[config.mk]
export PLATFORM = sky130hd
export DESIGN_NAME = timer_channel
export DESIGN_NICKNAME = d
export VERILOG_FILES = /design/src/verilog/tmr_pkg.sv /design/src/verilog/timer_channel.sv
export SDC_FILE = /design/constraint.sdc
export NUM_CORES = 1
export LEC_CHECK = 0
export BUFFER_PORTS_ARGS = -buffer_cell sky130_fd_sc_hd__buf_2
export CAP_MARGIN = 20
export CORE_AREA = 5 5 122 124
export DETAILED_ROUTE_END_ITERATION = 7
export DIE_AREA = 0 0 127 129
export GPL_TIMING_DRIVEN = 1
export SLEW_MARGIN = 10
export SYNTH_ARGS = -nofsm -noshare
export SYNTH_HDL_FRONTEND = slang
export SYNTH_SLANG_ARGS = --single-unit
[constraint.sdc]
create_clock -name mclk -period 7.5 [get_ports mclk]
set_input_delay 0.375 -clock mclk [delete_from_list [all_inputs] [get_ports mclk]]
set_output_delay 0.375 -clock mclk [all_outputs]
set_load 0.1 [all_outputs]
[src/verilog/tmr_pkg.sv]
package tmr_pkg;

   // register offsets (byte addresses)
   localparam logic [3:0] REG_COUNT = 4'h0;
   localparam logic [3:0] REG_MODE  = 4'h4;
   localparam logic [3:0] REG_CTRL  = 4'h8;
   localparam logic [3:0] REG_STAT  = 4'hC;

   // channel_mode_reg fields
   localparam int MD_ONESHOT  = 0;
   localparam int MD_FREERUN  = 1;
   localparam int MD_PULSE    = 2;
   localparam int MD_QUAD4    = 3;
   localparam int MD_TRIGEDGE = 4;
   localparam int MD_SRC_LO   = 5;

   // control fields
   localparam int CT_RUN      = 0;
   localparam int CT_SOFT     = 1;
   localparam int CT_IDXEN    = 2;
   localparam int CT_TWOPH    = 3;
   localparam int CT_TSEL_LO  = 4;
   localparam int CT_IRQ2POL  = 6;

   localparam logic [2:0] SRC_F1   = 3'h0;
   localparam logic [2:0] SRC_F2   = 3'h1;
   localparam logic [2:0] SRC_F8   = 3'h2;
   localparam logic [2:0] SRC_F32  = 3'h3;
   localparam logic [2:0] SRC_SUBCLOCK_DIV32 = 3'h4;

   localparam logic [1:0] TSEL_PIN  = 2'h0;
   localparam logic [1:0] TSEL_TB2  = 2'h1;
   localparam logic [1:0] TSEL_PREV = 2'h2;
   localparam logic [1:0] TSEL_NEXT = 2'h3;

   localparam logic [7:0]  MODE_RST     = 8'h00;
   localparam logic [7:0]  CTRL_RST     = 8'h00;
   localparam logic [15:0] CNT_RST      = 16'h0000;
   localparam logic [15:0] CNT_MAX      = 16'hFFFF;
   localparam logic [15:0] ONESHOT_READ = 16'h0000;

   typedef enum logic [2:0] {
      ST_STOP  = 3'b001,
      ST_WAIT  = 3'b010,
      ST_COUNT = 3'b100
   } os_state_e;

   typedef struct packed {
      logic [3:0]  addr;
      logic [15:0] wdata;
      logic        wr;
      logic        rd;
   } reg_req_s;

   typedef struct packed {
      logic tb2;
      logic prev;
      logic next;
   } ovf_in_s;

   typedef struct packed {
      os_state_e   st;
      logic [15:0] cnt;
      logic [15:0] reload;
      logic [7:0]  mode;
      logic [7:0]  ctrl;
      logic [4:0]  pre;
      logic        a_old;
      logic        b_old;
      logic        z_old;
      logic        idx_pend;
      logic        first;
      logic        irq;
      logic        irq_again;
      logic        ovf;
      logic [15:0] rdata;
   } tmr_state_s;

endpackage

[src/verilog/timer_channel.sv]
// Added by the designer: the register offsets and the strobed register port.
`timescale 1ns/1ns
// Function
// - quad select valid only on channel three
// - index clear: channel three, free-run, x4
// - index edge direction from irq2 polarity
// - index clears counter at next count
// - coincident wrap and clear: two requests
// - one-shot counts down, reloads, stops
// - retrigger while counting reloads and restarts
// - n periods active; zero reload inactive
// - one-shot starts on run plus trigger
// - pin, second-family, neighbour wrap triggers
// - software start bit acts as trigger
// - clearing run bit stops counter
// - request raised when counter reaches zero
// - counter read in one-shot undefined
// - early write loads reload and counter
// - later write loads reload only
// - pulse output high only while counting
// - pins: trigger input, pulse output
// - x4 counts all edges, phase sets direction
// - free-run wraps without reload
module timer_channel
   import tmr_pkg::*;
#(
   parameter int CHAN = 3
)(
   input  wire logic        mclk,
   input  wire logic        reset_n,
   input  wire reg_req_s    reg_req,
   output logic [15:0]      rdata,
   input  wire logic        timer_input_pin,
   input  wire logic        timer_output_pin_i,
   output logic             timer_output_pin_o,
   output logic             timer_output_pin_oe,
   input  wire logic        ext_irq2_pin,
   input  wire logic        subclock_div32,
   input  wire ovf_in_s     ovf_in,
   output logic             irq_req,
   output logic             ovf_out
);

   tmr_state_s s_ff;
   tmr_state_s nxt_s;

   logic os_mode;
   logic run;
   logic two_phase_enable;
   logic quad4;
   logic src_tick;
   logic a_edge;
   logic b_edge;
   logic ev;
   logic up;
   logic wrap;
   logic idx_mode;
   logic z_edge;
   logic pin_trig;
   logic hw_trig;
   logic soft_one_shot_start;
   logic trig;
   logic wr_cnt;

   assign os_mode          = s_ff.mode[MD_ONESHOT];
   assign run              = s_ff.ctrl[CT_RUN];
   assign two_phase_enable = s_ff.ctrl[CT_TWOPH];

   // channel two fixed normal, four fixed x4
   assign quad4 = (CHAN == 4) || ((CHAN == 3) && s_ff.mode[MD_QUAD4]);

   always_comb begin
      case (s_ff.mode[MD_SRC_LO +: 3])
         SRC_F1:   src_tick = 1'b1;
         SRC_F2:   src_tick = s_ff.pre[0];
         SRC_F8:   src_tick = &s_ff.pre[2:0];
         SRC_F32:  src_tick = &s_ff.pre;
         SRC_SUBCLOCK_DIV32: src_tick = subclock_div32;
         default:  src_tick = 1'b0;
      endcase
   end

   // phase a on the input pin, phase b on the output pin
   assign a_edge = timer_input_pin ^ s_ff.a_old;
   assign b_edge = timer_output_pin_i ^ s_ff.b_old;

   // in x4, both phases moving at once is a glitch, not a count
   assign ev = two_phase_enable &&
               (quad4 ? (a_edge ^ b_edge)
                      : (a_edge && timer_output_pin_i));
   assign up = quad4 ? (timer_output_pin_i ^ s_ff.a_old)
                     : timer_input_pin;
   assign wrap = up ? (s_ff.cnt == CNT_MAX) : (s_ff.cnt == CNT_RST);

   assign idx_mode = (CHAN == 3) && !os_mode && two_phase_enable &&
                     s_ff.mode[MD_FREERUN] && quad4 &&
                     s_ff.ctrl[CT_IDXEN];
   assign z_edge = s_ff.ctrl[CT_IRQ2POL] ?
                   (ext_irq2_pin && !s_ff.z_old) :
                   (!ext_irq2_pin && s_ff.z_old);

   assign pin_trig = s_ff.mode[MD_TRIGEDGE] ?
                     (!timer_input_pin && s_ff.a_old) :
                     (timer_input_pin && !s_ff.a_old);

   always_comb begin
      case (s_ff.ctrl[CT_TSEL_LO +: 2])
         TSEL_PIN:  hw_trig = pin_trig;
         TSEL_TB2:  hw_trig = ovf_in.tb2;
         TSEL_PREV: hw_trig = ovf_in.prev;
         TSEL_NEXT: hw_trig = ovf_in.next;
         default:   hw_trig = 1'b0;
      endcase
   end

   assign wr_cnt = reg_req.wr && (reg_req.addr == REG_COUNT);
   assign soft_one_shot_start = reg_req.wr && (reg_req.addr == REG_CTRL) &&
                                reg_req.wdata[CT_SOFT];
   // triggers count only while the run bit already stands
   assign trig = run && (hw_trig || soft_one_shot_start);

   always_comb begin
      nxt_s           = s_ff;
      nxt_s.pre       = s_ff.pre + 5'h01;
      nxt_s.a_old     = timer_input_pin;
      nxt_s.b_old     = timer_output_pin_i;
      nxt_s.z_old     = ext_irq2_pin;
      nxt_s.irq       = s_ff.irq_again;
      nxt_s.irq_again = 1'b0;
      nxt_s.ovf       = 1'b0;
      nxt_s.rdata     = 16'h0000;

      if (!os_mode) begin
         nxt_s.st = ST_STOP;
         if (run && ev) begin
            nxt_s.first = 1'b1;
            if (s_ff.idx_pend) begin
               nxt_s.cnt = CNT_RST;
            end else if (wrap && !s_ff.mode[MD_FREERUN]) begin
               nxt_s.cnt = s_ff.reload;
            end else begin
               // free-run wraps through the adder
               nxt_s.cnt = up ? s_ff.cnt + 16'h0001
                              : s_ff.cnt - 16'h0001;
            end
            if (wrap) begin
               nxt_s.irq       = 1'b1;
               nxt_s.ovf       = 1'b1;
               nxt_s.irq_again = s_ff.idx_pend;
            end
            nxt_s.idx_pend = 1'b0;
         end
         // an edge in the clearing cycle stays pending
         if (idx_mode && z_edge) begin
            nxt_s.idx_pend = 1'b1;
         end
         if (!idx_mode) begin
            nxt_s.idx_pend = 1'b0;
         end
      end else begin
         nxt_s.idx_pend = 1'b0;
         case (s_ff.st)
            ST_STOP: begin
               if (run) begin
                  nxt_s.st = ST_WAIT;
               end
            end
            ST_WAIT: begin
               if (trig && (s_ff.reload != CNT_RST)) begin
                  nxt_s.st  = ST_COUNT;
                  nxt_s.cnt = s_ff.reload;
               end
            end
            ST_COUNT: begin
               if (trig) begin
                  nxt_s.cnt = s_ff.reload;
               end else if (src_tick) begin
                  nxt_s.first = 1'b1;
                  if (s_ff.cnt <= 16'h0001) begin
                     nxt_s.cnt = s_ff.reload;
                     nxt_s.st  = ST_WAIT;
                     nxt_s.irq = 1'b1;
                     nxt_s.ovf = 1'b1;
                  end else begin
                     nxt_s.cnt = s_ff.cnt - 16'h0001;
                  end
               end
            end
            default: begin
               nxt_s.st = ST_STOP;
            end
         endcase
      end

      if (!run) begin
         nxt_s.st    = ST_STOP;
         nxt_s.first = 1'b0;
      end

      if (wr_cnt) begin
         nxt_s.reload = reg_req.wdata;
         if (!run || !s_ff.first) begin
            nxt_s.cnt = reg_req.wdata;
         end
      end
      if (reg_req.wr && (reg_req.addr == REG_MODE)) begin
         nxt_s.mode = reg_req.wdata[7:0];
      end
      if (reg_req.wr && (reg_req.addr == REG_CTRL)) begin
         // start bit is a strobe and never stored
         nxt_s.ctrl          = reg_req.wdata[7:0];
         nxt_s.ctrl[CT_SOFT] = 1'b0;
      end

      if (reg_req.rd) begin
         case (reg_req.addr)
            REG_COUNT: nxt_s.rdata = os_mode ? ONESHOT_READ : s_ff.cnt;
            REG_MODE:  nxt_s.rdata = {8'h00, s_ff.mode};
            REG_CTRL:  nxt_s.rdata = {8'h00, s_ff.ctrl};
            REG_STAT:  nxt_s.rdata = {12'h000, s_ff.idx_pend,
                                      timer_output_pin_o, s_ff.first,
                                      (s_ff.st == ST_COUNT)};
            default:   nxt_s.rdata = 16'h0000;
         endcase
      end
   end

   always_ff @(posedge mclk) begin
      if (!reset_n) begin
         s_ff           <= '0;
         s_ff.st        <= ST_STOP;
         s_ff.cnt       <= CNT_RST;
         s_ff.reload    <= CNT_RST;
         s_ff.mode      <= MODE_RST;
         s_ff.ctrl      <= CTRL_RST;
      end else begin
         s_ff <= nxt_s;
      end
   end

   assign rdata   = s_ff.rdata;
   assign irq_req = s_ff.irq;
   assign ovf_out = s_ff.ovf;
   assign timer_output_pin_o  = (s_ff.st == ST_COUNT);
   // pin stays an input while used as phase b
   assign timer_output_pin_oe = os_mode && s_ff.mode[MD_PULSE] &&
                                !two_phase_enable;
endmodule // timer_channel

==> metrics.txt <==
measured slew at the worst slew-check pin=1.14 ns; met3 wire length=1690 µm; grt ovf=0; maximum root-to-sink buffer count=2; DR WL/cell=22.1 µm; CORE AREA=13,700 µm²; CP Launch Type=flip-flop; Top FF cell, synth=dfxtp_1; nets=730; Max Slew Vio Count=0; number of clock buffers inserted by TritonCTS=9; largest net degree at the start of global routing=66; die width=127 µm; final hold vios=0; Syn Nets=734; total negative slack=0 ns; Yosys reg bits=79; Post-Place Worst Slack=3.89 ns; asr flop ratio synth=0%; highest clock rate=270 MHz; Worst R2R Path Depth=9; final-layout fill cell count=1,439; via count=5,440; RSZ-0062 raised after global routing=no; Die ar.=16,400 µm²; status=completed; crit share post-route=49.4%; hold endpoint=s_ff[21]$_SDFF_PN0_; initial drt markers=709; hold_buf cts=0; Post-CTS Repair Setup Buffers=0; Synth top area share=29.5%; post-synthesis cell type count=84; Reg2Reg Setup Slack=3.79 ns; Routed WL=19,300 µm; headroom to the max-slew limit=23.4%; register area share after synthesis=29.5%; initial core utilization=39.3%; Worst Setup End Kind=flip-flop; initial antenna violation count=0; power per cell area=179 nW/µm²; residual DRC count=0; Clock Sinks=79; synthesized area=5370 µm²; DP HPWL=14,100 µm; GRT Overall Usage=23.5%; top post-synthesis cells by area=dfxtp_1 (29%), nand2_1 (5.9%), a21boi_0 (4.3%); syn avg cell area=7.72 µm²; CP required=7.73 ns; post-route ant nets=0; Max-Cap Viols=0; cell row count=43; CP Data Arrival Time=3.94 ns; Die Y=129 µm; count of input and output buffers=50; GPL Wtd Cong=0.986; Ports=51; worst-skew pair later-pin latency=0.35 ns; met2 WL post-DR=8690 µm; Period minus WS final=3.71 ns; cells after synthesis=695; dominant combinational cell family by area after synthesis=compound AO/OA/AOI/OAI gates; Final setup viols=0; Synth Area in XOR/XNOR=2.29%; cell taking the most area after synthesis=dfxtp_1; Static Leakage=2.15 nW; vias in the first global route=5,081; EDFF count, synth=0; Clock Skew=0.00751 ns; CTS clk-pin slew, worst paths=0.06 ns; P&R area growth vs syn=8.35%; CTS H-Tree Depth=3; beginning of the worst hold path=ext_irq2_pin; Post-Synth Simple-Gate Area=26.2%; drt first pass iters=7; top layer in use=met4; Met1 Wirelength=8470 µm; Via-to-Cell Ratio=6.22; Crit Path Category=reg -> reg; Crit Reg-Reg Startpoint=s_ff[61]$_SDFF_PN0_; Final Core Density=42.5%; worst r2r dst=s_ff[62]$_SDFF_PN0_; Max FO, Critical Path=12; CTS root buf=clkbuf_16; hold path cells=2; layout cell share with drive strength beyond 1=13.2%; Synth Area in Adders=1.87%; global-route wire length before repair=29,700 µm; final setup margin=3.79 ns; Syn. warnings=0; Worst Hold Class=in -> reg; Ant. Diodes=0; Compound-Gate Fraction of Synth Area=29.2%; mux cell area share after synthesis=3.36%; peak supply drop=116 µV; CTS tree=yes; post-cts resize count=0
per-stage QoR:
step	hold slack (ns)	instance area, µm²	std cells	power, mW
floorplan	0.418	5370	695	0.566
global placement	0.429	5530	858	0.625
detailed placement	0.431	5530	858	0.622
CTS	0.265	5800	873	1.04
global route	0.292	5810	875	1.08
finish	0.264	5810	875	1.04
cell usage after synthesis (6+ instances only):
library cell	number
and3_1	9
nand2_1	84
o22ai_1	7
nand2b_1	9
a21boi_0	31
o21a_1	10
nor3_1	14
a211oi_1	14
clkbuf_1	41
inv_1	18
a21o_1	8
o211ai_1	6
a31oi_1	8
dfxtp_1	79
a21oi_1	32
nor3b_1	8
nor2_1	41
ha_1	8
buf_4	18
mux2_2	7
nand3_1	33
and2_1	21
nand4_1	9
xnor2_1	9
a221oi_1	9
o21ai_0	35
nor4_1	11
mux2i_1	9
buf_2	10
final cells by class:
cell class / count / area (µm²) / share of cell area, %
Sequential cell: 79 / 1580 / 27.2
Inverter: 18 / 67.6 / 1.16
Clock buffer: 11 / 243 / 4.18
Timing Repair Buffer: 55 / 288 / 4.95
Clock inverter: 4 / 30.0 / 0.517
Multi-Input combinational cell: 528 / 3380 / 58.1
Tap cell: 180 / 225 / 3.87
cell usage in the layout (no fill, tap or decap), types with 5 or more instances in the layout:
cell / instances
nand3_1: 33
inv_1: 18
xor2_1: 5
nor4_1: 11
nand2b_1: 9
ha_1: 8
nor3_1: 14
nor2_1: 41
a21boi_0: 31
dfxtp_1: 79
a21oi_1: 32
a31oi_1: 8
mux2i_1: 9
clkbuf_16: 9
buf_4: 5
a221oi_1: 9
o22ai_1: 7
xnor2_1: 9
and2_1: 21
nand4_1: 9
o21ai_0: 35
a21o_1: 8
a222oi_1: 5
mux2_2: 7
a211oi_1: 14
or3_1: 5
o21a_1: 10
o211ai_1: 6
nand2_1: 84
buf_2: 50
nor3b_1: 7
and3_1: 9
power by group:
group / internal (mW) / switching [mW]
sequential: 0.426 / 0.0144
clock: 0.234 / 0.187
combinational: 0.0645 / 0.115
state kept, by name (all words and copies together), names as in the netlist:
signal / flops
s_ff: 58
rdata: 16
os_mode: 1
ovf_out: 1
irq_req: 1
quad4: 1
run: 1
logic make-up (layout without fill, tap and decap cells):
logic type	count (synthesis)	after routing
AO/OA/AOI/OAI	219	219
buffers and inverters	88	88
multiplexers	17	17
XOR/XNOR	14	14
AND/OR/NAND/NOR	270	270
adder cells (fa/ha/maj)	8	8
flip-flops	79	79
worst max-delay path, cell delays in order (launching register included):
cell and delay, ns:
dfxtp_1 0.43, inv_1 0.15, ha_1 0.27, nor3b_1 0.55, o211ai_1 0.31, a2bb2oi_2 0.24
nor2_1 0.83, mux2_2 0.42, a221oi_1 0.27, o22ai_1 0.11
per-layer routing:
layer,vias to the layer above,GRT usage (%)
met5,-,0
met1,2571,32.6
li1,2540,-
met3,39,3.69
met4,0,9.46
met2,290,36.4
worst max path at each step:
| stage | from | end | slack (ns) |
|---|---|---|---|
| 3_5_place_dp | reg_req[19] | s_ff[65]$_SDFF_PN0_ | 3.89 |
| 6_report | s_ff[61]$_SDFF_PN0_ | s_ff[62]$_SDFF_PN0_ | 3.79 |
| 4_1_cts | s_ff[62]$_SDFF_PN0_ | s_ff[62]$_SDFF_PN0_ | 3.93 |
| 5_1_grt | s_ff[62]$_SDFF_PN0_ | s_ff[62]$_SDFF_PN0_ | 3.62 |
| 2_1_floorplan | s_ff[78]$_SDFFE_PN0P_ | s_ff[67]$_SDFF_PN0_ | 4.77 |
| 3_3_place_gp | reg_req[19] | s_ff[65]$_SDFF_PN0_ | 3.99 |
Power figures use the tool's default switching activity.
